[src/rtl/sscr_consts.svh]
/*
  constants of the status and system control register block: bit positions,
  reset values and write masks.
  assumes it is included by bare name from rtl/ files.
*/
`ifndef SSCR_CONSTS_SVH
`define SSCR_CONSTS_SVH

// status register bit positions
`define SSCR_ST_WDT_BIT    5
`define SSCR_ST_SLEEP_BIT  4
`define SSCR_ST_WRAP_BIT   3
`define SSCR_ST_ZERO_BIT   2
`define SSCR_ST_HALF_BIT   1
`define SSCR_ST_CARRY_BIT  0
// control register 0 bit positions
`define SSCR_C0_PGRP_BIT   7
`define SSCR_C0_FSRC_BIT   6
`define SSCR_C0_SPLIT_BIT  5
`define SSCR_C0_PWM1_BIT   4
`define SSCR_C0_PWM0_BIT   3
`define SSCR_C0_FDEN_HI    3
`define SSCR_C0_FDEN_LO    2
`define SSCR_C0_FDPIN_BIT  2
`define SSCR_C0_SLOW_CRYSTAL_LOW_POWER_BIT  1
`define SSCR_C0_CLK_BIT    0
// reset values
`define SSCR_SYSTEM_CONTROL_0_RESET   8'h00
`define SSCR_STATUS_RESET  8'h00
`define SSCR_PORT_DIR_RST  8'hFF
`define SSCR_PORT_DAT_RST  8'h00
// writable bits per variant, and of the status register
`define SSCR_MASK_SMALL    8'h07
`define SSCR_MASK_MID      8'h47
`define SSCR_MASK_DUAL     8'h7F
`define SSCR_MASK_PGRP     8'hCF
`define SSCR_STATUS_WMASK  8'h0F

`endif

[src/rtl/sscr_pkg.sv]
/*
  types of the status and system control register block.
  assumes nothing beyond a systemverilog compiler.
*/
package sscr_pkg;
  // device variant of control register 0
  typedef enum logic [1:0] {
    SSCR_VAR_SMALL = 2'd0,
    SSCR_VAR_MID   = 2'd1,
    SSCR_VAR_DUAL  = 2'd2,
    SSCR_VAR_PGRP  = 2'd3
  } sscr_variant_t;

  // register selected by the core's special-function decode
  typedef enum logic [1:0] {
    SSCR_SEL_STATUS = 2'd0,
    SSCR_SEL_SYSTEM_CONTROL_0  = 2'd1,
    SSCR_SEL_PDATA  = 2'd2,
    SSCR_SEL_PDIR   = 2'd3
  } sscr_sel_t;

  // write kinds: whole byte, single-bit set, single-bit clear
  typedef enum logic [1:0] {
    SSCR_WR_BYTE = 2'd0,
    SSCR_WR_SET  = 2'd1,
    SSCR_WR_CLR  = 2'd2
  } sscr_wkind_t;

  // one access from the core
  typedef struct packed {
    logic        wr;
    sscr_sel_t   sel;
    sscr_wkind_t kind;
    logic [2:0]  bitn;
    logic [7:0]  wdata;
  } sscr_acc_t;

  // alu operands, result and flag-update controls for the current operation
  typedef struct packed {
    logic       upd_flags;
    logic       upd_carry_only;
    logic       is_sub;
    logic [7:0] a;
    logic [7:0] b;
    logic [7:0] result;
    logic       carry_in;
    logic       rot_carry;
  } sscr_alu_t;

  // decoded system control outputs
  typedef struct packed {
    logic       fd_src_timer1;
    logic       pwm_split_71;
    logic       pwm1_on_pin;
    logic       pwm0_on_pin;
    logic       fd_true_en;
    logic       fd_inv_en;
    logic       xtal_low_power;
    logic       clk_slow;
    logic       rc_stop;
    logic       pin_group_c;
    logic       tp_from_sys;
  } sscr_ctrl_t;
endpackage

[src/rtl/sscr_port.sv]
/*
  one 8-bit i/o port: data latch, direction latch, three-stage pin input
  synchroniser, pin drive with low-active output enable.
  assumes accesses are qualified by the main block on the same clock.
*/
`timescale 1ns/10ps
`default_nettype none
`include "sscr_consts.svh"
module sscr_port
  import sscr_pkg::*;
#(
  parameter int WIDTH = 8
) (
  input  wire logic             clk_i,
  input  wire logic             reset_i,
  input  wire logic             dat_we_i,
  input  wire logic             dir_we_i,
  input  wire logic [WIDTH-1:0] wdata_i,
  input  wire logic [WIDTH-1:0] pin_i,
  output logic      [WIDTH-1:0] pin_o,
  output logic      [WIDTH-1:0] pin_oe_n_o,
  output logic      [WIDTH-1:0] dat_rd_o,
  output logic      [WIDTH-1:0] dir_rd_o
);
  logic [WIDTH-1:0] dat_q, dat_d;   // output latch
  logic [WIDTH-1:0] dir_q, dir_d;   // 1 input, 0 output
  logic [WIDTH-1:0] s1_q, s2_q, s3_q; // pin synchroniser stages
  logic [WIDTH-1:0] in_q, in_d;     // accepted pin level

  // next values of the latches and the filtered input
  always_comb begin
    dat_d = dat_we_i ? wdata_i : dat_q;
    dir_d = dir_we_i ? wdata_i : dir_q;
    in_d  = (s2_q == s3_q) ? s3_q : in_q;
  end

  // registers
  always_ff @(posedge clk_i) begin
    if (reset_i) begin
      dat_q <= WIDTH'(`SSCR_PORT_DAT_RST);
      dir_q <= WIDTH'(`SSCR_PORT_DIR_RST);
      s1_q  <= '0;
      s2_q  <= '0;
      s3_q  <= '0;
      in_q  <= '0;
    end else begin
      dat_q <= dat_d;
      dir_q <= dir_d;
      s1_q  <= pin_i;
      s2_q  <= s1_q;
      s3_q  <= s2_q;
      in_q  <= in_d;
    end
  end

  // pin drive: enable low while driving an output bit
  assign pin_o      = dat_q;
  assign pin_oe_n_o = dir_q;
  // read of the data register returns pin level for inputs, latch for outputs
  assign dat_rd_o   = (in_q & dir_q) | (dat_q & ~dir_q);
  assign dir_rd_o   = dir_q;
endmodule // sscr_port
`default_nettype wire

[src/rtl/sscr_regs.sv]
/*
  status flags, one i/o port and system control register 0 of a small 8-bit
  microcontroller, as seen from the core's special-function access port.
  assumes the core presents one access and alu result per cycle on clk_i,
  and gives one-cycle pulses for clear-watchdog, halt and watchdog time-out.
  assumes the core drives carry_in high for a plain subtraction, so that the
  inverted-operand sum gives the no-borrow sense of half carry and carry.
  assumes variant and oscillator option are fixed when the part is built;
  nothing here lets software change them.
  the arithmetic flags come out of reset at zero; software must not count
  on that, as the flags only mean something after an operation or a write.
*/
`timescale 1ns/10ps
`default_nettype none
`include "sscr_consts.svh"
module sscr_regs
  import sscr_pkg::*;
#(
  parameter sscr_variant_t VARIANT  = SSCR_VAR_DUAL,
  parameter int            PORT_W   = 8,
  parameter bit            COMBO_OSC = 1'b1
) (
  input  wire logic              clk_i,
  input  wire logic              reset_i,
  input  wire sscr_acc_t         acc_i,
  input  wire sscr_alu_t         alu_i,
  input  wire logic              clr_wdt_i,
  input  wire logic              halt_i,
  input  wire logic              wdt_timeout_i,
  input  wire logic [PORT_W-1:0] port_pin_i,
  input  wire logic              freq_div_timer0_i,
  input  wire logic              freq_div_timer1_i,
  input  wire logic              pwm0_i,
  input  wire logic              pwm1_i,
  output logic [7:0]             rdata_o,
  output logic [PORT_W-1:0]      port_pin_o,
  output logic [PORT_W-1:0]      port_pin_oe_n_o,
  output logic                   freq_div_output_o,
  output logic                   freq_div_output_inverted_o,
  output logic                   pwm0_pin_o,
  output logic                   pwm1_pin_o,
  output sscr_ctrl_t             ctrl_o
);
  // status flags
  // one register per flag; bits 7 and 6 have no storage
  logic wdt_expired_flag_q, wdt_expired_flag_d;
  logic sleep_entered_flag_q, sleep_entered_flag_d;
  logic signed_wrap_flag_q, signed_wrap_flag_d;
  logic zero_flag_q, zero_flag_d;
  logic half_carry_flag_q, half_carry_flag_d;
  logic carry_flag_q, carry_flag_d;
  // control register 0
  // held masked: only the variant's implemented bits are ever set
  logic [7:0] system_control_0_q, system_control_0_d;
  // divider outputs and read data
  // all three are registers, as data outputs of the block
  logic       fd_q, fd_d;
  logic       fdb_q, fdb_d;
  logic [7:0] rdata_q, rdata_d;
  // port access
  // strobes, write values with set/clear applied, register read-backs (pin level for input data bits)
  logic              pdat_we, pdir_we;
  logic [PORT_W-1:0] pdat_wv, pdir_wv;
  logic [PORT_W-1:0] pdat_rd, pdir_rd;
  logic [7:0]        st_now;

  // writable bits of control register 0 for the selected variant
  // bits outside the mask are never stored, so they read back as zero
  function automatic logic [7:0] ctrl_mask(input sscr_variant_t v);
    case (v)
      SSCR_VAR_SMALL: ctrl_mask = `SSCR_MASK_SMALL;
      SSCR_VAR_MID:   ctrl_mask = `SSCR_MASK_MID;
      SSCR_VAR_DUAL:  ctrl_mask = `SSCR_MASK_DUAL;
      default:        ctrl_mask = `SSCR_MASK_PGRP;
    endcase
  endfunction

  // new byte value for a byte, bit-set or bit-clear write
  // a set or clear rebuilds the whole byte from its present read value
  function automatic logic [7:0] apply_write(input logic [7:0] old,
                                             input sscr_acc_t a);
    logic [7:0] onehot;
    onehot = 8'h01 << a.bitn;
    case (a.kind)
      SSCR_WR_SET: apply_write = old | onehot;
      SSCR_WR_CLR: apply_write = old & ~onehot;
      default:     apply_write = a.wdata;
    endcase
  endfunction

  // status byte as read back; bits 7 and 6 read zero
  // this same byte feeds the single-bit writes to the status register
  always_comb begin
    st_now = 8'h00;
    st_now[`SSCR_ST_WDT_BIT]   = wdt_expired_flag_q;
    st_now[`SSCR_ST_SLEEP_BIT] = sleep_entered_flag_q;
    st_now[`SSCR_ST_WRAP_BIT]  = signed_wrap_flag_q;
    st_now[`SSCR_ST_ZERO_BIT]  = zero_flag_q;
    st_now[`SSCR_ST_HALF_BIT]  = half_carry_flag_q;
    st_now[`SSCR_ST_CARRY_BIT] = carry_flag_q;
  end

  // next values of the status flags
  // every flag holds unless an event, an alu update or a write touches it;
  // later assignments in this process take priority over earlier ones
  always_comb begin
    logic [8:0] full;
    logic [4:0] low;
    logic [7:0] low7;
    logic [7:0] sw;
    logic       c7, c8;
    full = 9'h000;
    low  = 5'h00;
    low7 = 8'h00;
    sw   = 8'h00;
    c7   = 1'b0;
    c8   = 1'b0;
    wdt_expired_flag_d   = wdt_expired_flag_q;
    sleep_entered_flag_d = sleep_entered_flag_q;
    signed_wrap_flag_d   = signed_wrap_flag_q;
    zero_flag_d          = zero_flag_q;
    half_carry_flag_d    = half_carry_flag_q;
    carry_flag_d         = carry_flag_q;
    // system flags: time-out wins over a clear in the same cycle
    // halt wins over a clear-watchdog for the sleep flag
    if (clr_wdt_i || halt_i) begin
      wdt_expired_flag_d = 1'b0;
    end
    if (wdt_timeout_i) begin
      wdt_expired_flag_d = 1'b1;
    end
    if (clr_wdt_i) begin
      sleep_entered_flag_d = 1'b0;
    end
    if (halt_i) begin
      sleep_entered_flag_d = 1'b1;
    end
    // arithmetic flags; subtraction adds the inverted operand
    // wrap is the carry into bit 7 against the carry out of it
    if (alu_i.upd_flags) begin
      sw   = alu_i.is_sub ? ~alu_i.b : alu_i.b;
      full = {1'b0, alu_i.a} + {1'b0, sw} + {8'h00, alu_i.carry_in};
      low  = {1'b0, alu_i.a[3:0]} + {1'b0, sw[3:0]} + {4'h0, alu_i.carry_in};
      low7 = {1'b0, alu_i.a[6:0]} + {1'b0, sw[6:0]} + {7'h00, alu_i.carry_in};
      c7   = low7[7];
      c8   = full[8];
      signed_wrap_flag_d = c7 ^ c8;
      zero_flag_d        = (alu_i.result == 8'h00);
      half_carry_flag_d  = low[4];
      carry_flag_d       = c8;
    end else if (alu_i.upd_carry_only) begin
      carry_flag_d = alu_i.rot_carry;
    end
    // software writes reach only the four low flags
    // a write in the same cycle as an alu update wins over it
    if (acc_i.wr && acc_i.sel == SSCR_SEL_STATUS) begin
      sw = apply_write(st_now, acc_i) & `SSCR_STATUS_WMASK;
      signed_wrap_flag_d = sw[`SSCR_ST_WRAP_BIT];
      zero_flag_d        = sw[`SSCR_ST_ZERO_BIT];
      half_carry_flag_d  = sw[`SSCR_ST_HALF_BIT];
      carry_flag_d       = sw[`SSCR_ST_CARRY_BIT];
    end
  end

  // status registers
  // reset is synchronous, like every other register of the block
  always_ff @(posedge clk_i) begin
    if (reset_i) begin
      wdt_expired_flag_q   <= 1'b0;
      sleep_entered_flag_q <= 1'b0;
      signed_wrap_flag_q   <= 1'b0;
      zero_flag_q          <= 1'b0;
      half_carry_flag_q    <= 1'b0;
      carry_flag_q         <= 1'b0;
    end else begin
      wdt_expired_flag_q   <= wdt_expired_flag_d;
      sleep_entered_flag_q <= sleep_entered_flag_d;
      signed_wrap_flag_q   <= signed_wrap_flag_d;
      zero_flag_q          <= zero_flag_d;
      half_carry_flag_q    <= half_carry_flag_d;
      carry_flag_q         <= carry_flag_d;
    end
  end

  // next value of control register 0
  // only a write changes it; masking and code clean-up happen before storage
  always_comb begin
    logic [7:0] nv;
    nv = 8'h00;
    system_control_0_d = system_control_0_q;
    if (acc_i.wr && acc_i.sel == SSCR_SEL_SYSTEM_CONTROL_0) begin
      nv = apply_write(system_control_0_q, acc_i) & ctrl_mask(VARIANT);
      // enable field code 01 is not held and reads zero
      if (VARIANT == SSCR_VAR_PGRP
          && nv[`SSCR_C0_FDEN_HI:`SSCR_C0_FDEN_LO] == 2'b01) begin
        nv[`SSCR_C0_FDEN_HI:`SSCR_C0_FDEN_LO] = 2'b00;
      end
      // without the combined oscillator the clock select stays zero
      if (!COMBO_OSC) begin
        nv[`SSCR_C0_CLK_BIT] = 1'b0;
      end
      system_control_0_d = nv;
    end
  end

  // control register
  // one byte, cleared by reset to the all-off state
  always_ff @(posedge clk_i) begin
    if (reset_i) begin
      system_control_0_q <= `SSCR_SYSTEM_CONTROL_0_RESET;
    end else begin
      system_control_0_q <= system_control_0_d;
    end
  end

  // decode of control register 0 into its functions
  // fields decoded in the variant case stay zero for variants that lack them; source select and clock bits are decoded for all
  always_comb begin
    logic [7:0] c;
    c = system_control_0_q;
    ctrl_o = '0;
    ctrl_o.fd_src_timer1  = c[`SSCR_C0_FSRC_BIT];
    ctrl_o.xtal_low_power = c[`SSCR_C0_SLOW_CRYSTAL_LOW_POWER_BIT];
    ctrl_o.clk_slow       = c[`SSCR_C0_CLK_BIT];
    ctrl_o.rc_stop        = c[`SSCR_C0_CLK_BIT];
    case (VARIANT)
      SSCR_VAR_PGRP: begin
        ctrl_o.pin_group_c = c[`SSCR_C0_PGRP_BIT];
        ctrl_o.fd_true_en  = c[`SSCR_C0_FDEN_HI];
        ctrl_o.fd_inv_en   = c[`SSCR_C0_FDEN_HI] & c[`SSCR_C0_FDEN_LO];
      end
      SSCR_VAR_DUAL: begin
        ctrl_o.pwm_split_71 = c[`SSCR_C0_SPLIT_BIT];
        ctrl_o.pwm1_on_pin  = c[`SSCR_C0_PWM1_BIT];
        ctrl_o.pwm0_on_pin  = c[`SSCR_C0_PWM0_BIT];
        ctrl_o.fd_true_en   = c[`SSCR_C0_FDPIN_BIT];
      end
      default: begin
        ctrl_o.fd_true_en = c[`SSCR_C0_FDPIN_BIT];
      end
    endcase
    // any pwm on a pin takes the timer clock from the system clock
    ctrl_o.tp_from_sys = ctrl_o.pwm0_on_pin | ctrl_o.pwm1_on_pin;
  end

  // divider output selection and enables
  // true and inverted outputs come from one source sample, so they
  // never show the same level when both are enabled
  always_comb begin
    logic src;
    src   = ctrl_o.fd_src_timer1 ? freq_div_timer1_i : freq_div_timer0_i;
    fd_d  = ctrl_o.fd_true_en & src;
    fdb_d = ctrl_o.fd_inv_en & ~src;
  end

  // divider output flops
  // registered so the pins see no glitch when the source select changes
  always_ff @(posedge clk_i) begin
    if (reset_i) begin
      fd_q  <= 1'b0;
      fdb_q <= 1'b0;
    end else begin
      fd_q  <= fd_d;
      fdb_q <= fdb_d;
    end
  end

  assign freq_div_output_o          = fd_q;
  assign freq_div_output_inverted_o = fdb_q;
  // pwm channels reach their pins only when enabled
  // left combinational so the pulse edges keep the channel's own timing
  assign pwm0_pin_o = ctrl_o.pwm0_on_pin & pwm0_i;
  assign pwm1_pin_o = ctrl_o.pwm1_on_pin & pwm1_i;

  // port write strobes with bit set and clear applied
  // a set or clear reads the pins for input bits and writes that level back
  // into the latch; a later switch to output then drives the sampled level
  always_comb begin
    pdat_we = acc_i.wr && acc_i.sel == SSCR_SEL_PDATA;
    pdir_we = acc_i.wr && acc_i.sel == SSCR_SEL_PDIR;
    pdat_wv = PORT_W'(apply_write(8'(pdat_rd & port_pin_oe_n_o | port_pin_o & ~port_pin_oe_n_o), acc_i));
    pdir_wv = PORT_W'(apply_write(8'(pdir_rd), acc_i));
  end

  // the port
  // one data word feeds both latches; only one write strobe rises at a time
  sscr_port #(
    .WIDTH (PORT_W)
  ) u_port (
    .clk_i      (clk_i),
    .reset_i    (reset_i),
    .dat_we_i   (pdat_we),
    .dir_we_i   (pdir_we),
    .wdata_i    (pdat_we ? pdat_wv : pdir_wv),
    .pin_i      (port_pin_i),
    .pin_o      (port_pin_o),
    .pin_oe_n_o (port_pin_oe_n_o),
    .dat_rd_o   (pdat_rd),
    .dir_rd_o   (pdir_rd)
  );

  // registered read data of the selected register
  // the select of one cycle gives its data on the next; reads need no strobe
  always_comb begin
    case (acc_i.sel)
      SSCR_SEL_STATUS: rdata_d = st_now;
      SSCR_SEL_SYSTEM_CONTROL_0:  rdata_d = system_control_0_q;
      SSCR_SEL_PDATA:  rdata_d = 8'(pdat_rd);
      SSCR_SEL_PDIR:   rdata_d = 8'(pdir_rd);
      default:         rdata_d = 8'h00;
    endcase
  end

  // read data register
  // cleared by reset so the first read after release is defined
  always_ff @(posedge clk_i) begin
    if (reset_i) begin
      rdata_q <= 8'h00;
    end else begin
      rdata_q <= rdata_d;
    end
  end

  assign rdata_o = rdata_q;
endmodule // sscr_regs
`default_nettype wire

[config.mk]
export PLATFORM = sky130hd
export DESIGN_NAME = sscr_regs
export DESIGN_NICKNAME = d
export VERILOG_FILES = /design/src/rtl/sscr_pkg.sv /design/src/rtl/sscr_port.sv /design/src/rtl/sscr_regs.sv
export VERILOG_INCLUDE_DIRS = /design/src /design/src/rtl
export SDC_FILE = /design/constraint.sdc
export NUM_CORES = 1
export LEC_CHECK = 0
export BUFFER_PORTS_ARGS = -buffer_cell sky130_fd_sc_hd__clkbuf_2
export CAP_MARGIN = 20
export CORE_ASPECT_RATIO = 0.5
export CORE_MARGIN = 3
export CORE_UTILIZATION = 57
export DETAILED_ROUTE_END_ITERATION = 8
export PLACE_DENSITY = 0.86
export SYNTH_ARGS = -nofsm -noshare
export SYNTH_HDL_FRONTEND = slang
export SYNTH_HIERARCHICAL = 1
export SYNTH_SLANG_ARGS = --single-unit
[constraint.sdc]
create_clock -name clk_i -period 3.29 [get_ports clk_i]
set_input_delay 0.658 -clock clk_i [delete_from_list [all_inputs] [get_ports clk_i]]
set_output_delay 0.658 -clock clk_i [all_outputs]
set_load 0.1 [all_outputs]
==> impl_metrics.ini, run 1 <==
[yosys]
synth_cell_types = 47
synthCells = 394
ys_ff_latch = 70
yosysWarnings = 6
synth_edf_count = 0
syn_area_mm2 = 0.00368
synth_compound_area_frac = 0.133
synth_mux_area_frac = 0.135
synth-xor-area-share = 0.0381
synth_top_family_by_area = simple AND/OR/NAND/NOR gates
yosys_most_used_dff = dfxtp_1
ys_seq_area_frac = 0.381
avgSynthCellArea_um2 = 9.33
ys_async_sr_fraction = 0
synth_simple_gate_area_frac = 0.209
synth_fa_ha_area_frac = 0.0340

[setup_path]
reg2reg_depth = 6
worstSetupStartpoint = acc_i[13]
start_kind = input port
cp_top_family = compound AO/OA/AOI/OAI gates
worstPathRequired_ns = 3.51
r2r_start = u_port/dir_rd_o[3]
crit_chain = clkbuf_2 -> nand3b_1 -> a211oi_1 -> o21ai_0 -> a211o_1
max_stage_delay_ns = 0.57
slowest_stage = nand3b_1
path_class = in2reg
cp_num_cells = 5
critPathBufInv = 1
r2r_slack_ns = 1.39
crit_arrival_ns = 2.41
cp_max_fo = 17
cp-end-kind = flop

[placed_design]
hpwlAfterDp_um = 6260
pre_cts_ws_ns = 0.792
dpl_cell_area_mm2 = 0.00407
routabilityCongestion = 0.946
dpl.cell_count = 546
io_buffers = 97

[power_and_ir_drop]
vdd_drop_max_mv = 0.502
cellPowerDensity_mw_per_mm2 = 558
p_total_mw = 2.46
leakage_nw = 2.07

[clocking]
cts.repair.resized = 0
cts.clk_slew.worst_paths_ns = 0.05
post-cts-setup-buffers = 0
cts.sinks = 70
cts_tree = built
cts_buffer_depth = 2
clockRootBuffer = clkbuf_16
clock_latency_ns = 0.33
h-tree-depth = 3
cts_made_buffers = 9
postCtsHoldBufs = 0

[floorplanning]
die_y_um = 62.8
io_pins = 101
die_x_um = 120
core-area_mm2 = 0.00585
dieArea_mm2 = 0.00751
num_rows = 19
start_util = 0.629

[global_route]
grt_pass1_wl_um = 13800
first_global_vias = 2834
grtUsageTotal = 0.228
overflow = 0
grt_max_degree = 44
antenna_found_initial = 0

[timing]
whs_ns = 0.438
post-route-min-period_ns = 2.19
fin_skew_ns = 0.00478
setup_tns_ns = 0
rsz0062_at_grt = no
relSlewSlack = 0.463
drv_slew = 0
timing_hold_violations_final = 0
setup_violations = 0
worst_slew_pin_slew_ns = 0.806
max_freq_mhz = 456
fin_crit_sh = 0.666
worst_slack_ns = 1.10

[worst_hold_path]
holdPathStages = 1
hp-class = reg2reg
min_from = u_port/s1_q[3]

[cells_and_area]
fin_util = 0.755
fin_area_mm2 = 0.00441
fin_nets = 545
area_delta_synth_final_pct = 20.1
diodes = 0
instances_no_fill = 562
final_layout_size_suffix_gt1_frac = 0.285

[route]
vias = 3081
drt_first_pass_iters = 6
wl_per_cell_um = 15.3
wirelength_um = 8590
routed_via_density = 5.48
postRouteAntennaNets = 0
drc_errors = 0
first_iter_violations = 305

[run_status]
outcome = complete, no violations

[run]
maxCapViolations = 0
==> power breakdown <==
| part | switching (mW) | internal (mW) |
|---|---|---|
| clock | 0.351 | 0.727 |
| sequential | 0.0312 | 0.886 |
| combinational | 0.321 | 0.147 |
| total | 0.704 | 1.76 |
==> final cells by class <==
class	instances	area, um2
Multi-Input combinational cell	284	2030
Fill cell	455	1430
Sequential cell	70	1400
Timing Repair Buffer	99	500
Clock buffer	12	267
Tap cell	84	105
Clock inverter	4	76.3
Inverter	9	33.8
==> metal layers <==
layer	track usage	vias to the layer above	routed length, um
met5	0	-	0
met4	0.0514	0	72
met3	0.0958	10	928
met2	0.359	161	3900
met1	0.293	1381	3690
li1	-	1529	-
==> state kept, by name, summed over array words and instances (netlist names) <==
signal / cells
u_port/s3_q: 8
u_port/dir_rd_o: 8
system_control_0_q: 7
rdata_o: 8
freq_div_output_o: 1
u_port/pin_o: 8
half_carry_flag_q: 1
wdt_expired_flag_q: 1
u_port/s1_q: 8
signed_wrap_flag_q: 1
u_port/s2_q: 8
sleep_entered_flag_q: 1
u_port/in_q: 8
carry_flag_q: 1
zero_flag_q: 1
==> synthesized netlist by cell type, drive strengths merged (8+ instances only) <==
library cell,count,share of area
inv,9,0.0092
a21oi,18,0.026
o21ai,17,0.023
nand2b,17,0.029
ha,10,0.034
dfxtp,70,0.38
mux2,9,0.028
buf,17,0.032
clkbuf,16,0.027
a211o,8,0.019
xor2,16,0.038
nor2b,39,0.066
nor2,33,0.034
mux2i,26,0.071
nand2,24,0.025
==> cells in the final DEF, fill, tap and decap left out, drive strengths merged, types with 3 or more instances in the layout <==
cell type	n
clkbuf	109
dfxtp	70
nor2b	39
nor2	33
mux2i	26
nand2	24
a21oi	18
o21ai	17
nand2b	17
xor2	16
ha	10
inv	10
mux2	9
a211o	8
a311oi	6
mux4	6
nor3b	6
a211oi	5
nor4	4
nand3b	3
nor3	3
nand3	3
o22ai	3
conb	3
==> logic make-up (layout without fill, tap and decap cells) <==
logic type,count (synthesis),in the layout
AOI/OAI and AO/OA,72,72
xor gates and xnor gates,16,16
adders and majority gates,10,10
buffers and inverters,42,124
DFF,70,70
muxes,41,41
other,1,3
and+or+nand+nor,142,142
==> worst paths after layout <==
| kind | end |
|---|---|
| min | u_port/s2_q[3] |
| min reg2reg | u_port/s2_q[3] |
| max | u_port/dir_rd_o[3] |
| max reg2reg | u_port/dir_rd_o[3] |
==> worst reg2reg max path, delay by kind of cell, from the launching register on <==
| family | cells | cell delay (ns) |
|---|---|---|
| AOI/OAI and AO/OA | 3 | 0.73 |
| muxes | 2 | 0.54 |
| DFF | 1 | 0.45 |
| and+or+nand+nor | 1 | 0.06 |
(Power assumes the default switching activity.)
==> run 2, diff against run 1 <==
Settings changed: ABC_AREA set to 1, CORE_UTILIZATION 57 to 53, PLACE_DENSITY 0.86 to 0.8.
Clock period 3.29 ns to 2.3 ns, I/O delays scaled along.
==> impl_metrics.ini, run 2 <==
[yosys]
synth_edf_count = 0
avgSynthCellArea_um2 = 6.72
yosys_most_used_dff = dfxtp_1
synth_common_cells = 146 x nand2_1, 86 x inv_1, 70 x dfxtp_1
synthTopCellsByArea = dfxtp_1 36%, nand2_1 14%, inv_1 8.4%
ys_async_sr_fraction = 0
synth_area_leader_cell = dfxtp_1
syn_area_mm2 = 0.00385
synth_cell_types = 34
synth_top_area_frac = 0.364
synthCells = 573
ys_ff_latch = 70
yosysMostFrequentCell = nand2_1
yosysWarnings = 6
ys_seq_area_frac = 0.364

[floorplanning]
die_y_um = 66.3
dieArea_mm2 = 0.00838
core-area_mm2 = 0.00686
io_pins = 101
start_util = 0.561
die_x_um = 127
num_rows = 21

[cells_and_area]
final_layout_size_suffix_gt1_frac = 0.215
mostFrequentLayoutCell = nand2_1
fin_util = 0.671
diodes = 0
instances_no_fill = 756
final_cell_mix = 146 x nand2_1, 97 x clkbuf_2, 86 x inv_1
area_delta_synth_final_pct = 19.5
fin_nets = 731

[route]
vias = 3774
first_iter_violations = 421
postRouteAntennaNets = 0
wl_per_cell_um = 12.5
wirelength_um = 9450
drt_first_pass_iters = 6
drc_errors = 0
routed_via_density = 4.99

[clocking]
cts_buffer_depth = 2
cts.repair.resized = 0
cts.sinks = 70
cts_made_buffers = 9
cts.clk_slew.worst_paths_ns = 0.06
clockRootBuffer = clkbuf_16
cts_tree = built
clock_latency_ns = 0.34
post-cts-setup-buffers = 0
postCtsHoldBufs = 0
h-tree-depth = 3

[placed_design]
io_buffers = 97
hpwlAfterDp_um = 7240
routabilityCongestion = 0.950
dpl.cell_count = 740

[timing]
post-route-min-period_ns = 1.90
fin_skew_ns = 0.00492
fin_crit_sh = 0.828
drv_slew = 0
rsz0062_at_grt = no
timing_hold_violations_final = 0
setup_tns_ns = 0
setup_violations = 0
worst_slew_pin_slew_ns = 0.651
max_freq_mhz = 525
relSlewSlack = 0.565

[global_route]
antenna_found_initial = 0
grtUsageTotal = 0.235
overflow = 0
grt_max_degree = 27
first_global_vias = 3346
grt_pass1_wl_um = 15500

[setup_path]
cp-end-kind = output pin
crit_chain = or2_2 -> clkbuf_2
cp_max_fo = 6
max_stage_delay_ns = 0.49
path_class = reg2out
cp_top_family = flip-flops
slowest_stage = dfxtp_1
critPathBufInv = 1
start_kind = flop
worstPathRequired_ns = 1.84
crit_arrival_ns = 1.44

[power_and_ir_drop]
power_switching_mw = 1.20
power_frac_clock = 0.367
p_comb_frac = 0.246
vdd_drop_max_mv = 0.513
cellPowerDensity_mw_per_mm2 = 756
internal_power_mw = 2.28
leakage_nw = 2.42
p_total_mw = 3.48
power_frac_seq = 0.387
switching_share = 0.346

[worst_hold_path]
hp-class = in2reg

[run]
maxCapViolations = 0

[run_status]
outcome = complete, no violations
run 2: through the flow:
step / instance area [um2] / hold slack [ns] / worst slack, ns
after floorplan: 3860 / 0.388 / 0.134
after global placement: 4320 / 0.389 / 0.362
after detailed placement: 4320 / 0.393 / 0.318
after CTS: 4600 / 0.299 / 0.406
after global routing: 4600 / 0.300 / 0.366
final: 4600 / 0.301 / 0.396
run 2: cells by family (layout without fill, tap and decap cells):
family          Yosys count  in the layout  share of synthesized area
other cells               1              3                   0.000974
fa+ha+maj                10             10                     0.0325
xor+xnor                 11             11                     0.0250
compound gates          104            104                      0.151
simple gates            255            255                      0.290
buf+inv                 122            211                      0.136
flops                    70             70                      0.364
run 2: final timing paths:
check,start,end,slack (ns),cells after the start
worst max-delay path,system_control_0_q[3],ctrl_o[0],0.40,2
worst min-delay path,port_pin_i[1],u_port/s1_q[1],0.30,3
worst max register to register,u_port/dir_rd_o[4],u_port/pin_o[4],0.71,9
worst min register to register,u_port/s1_q[2],u_port/s2_q[2],0.40,2
run 2: final cells by class:
class	count	area, um2
well taps	92	115
flip-flops and latches	70	1400
multi-input cells	383	1930
repair buffers	99	500
clock buffers	11	243
clock inverters	5	35.0
inverters	96	375
fillers	623	2260
run 2: worst min-delay path: cells and delay by family:
family / cells / cell delay [ns]
buf+inv: 2 / 0.12
simple gates: 1 / 0.03
run 2: power groups by stage:
stage / sequential (mW) / clock, mW / combinational [mW]
after floorplan: 1.53 / 0 / 0.515
after global placement: 1.37 / 0 / 0.838
after detailed placement: 1.37 / 0 / 0.847
after CTS: 1.35 / 1.29 / 0.852
after global routing: 1.36 / 1.36 / 0.943
final: 1.35 / 1.28 / 0.857
run 2: routing by layer:
| metal | up-vias | routed length (um) | global-route usage |
|---|---|---|---|
| li1 | 1977 | - | - |
| met1 | 1637 | 4370 | 0.305 |
| met2 | 152 | 4150 | 0.374 |
| met3 | 8 | 862 | 0.0887 |
| met4 | 0 | 76 | 0.0548 |
| met5 | - | 0 | 0 |
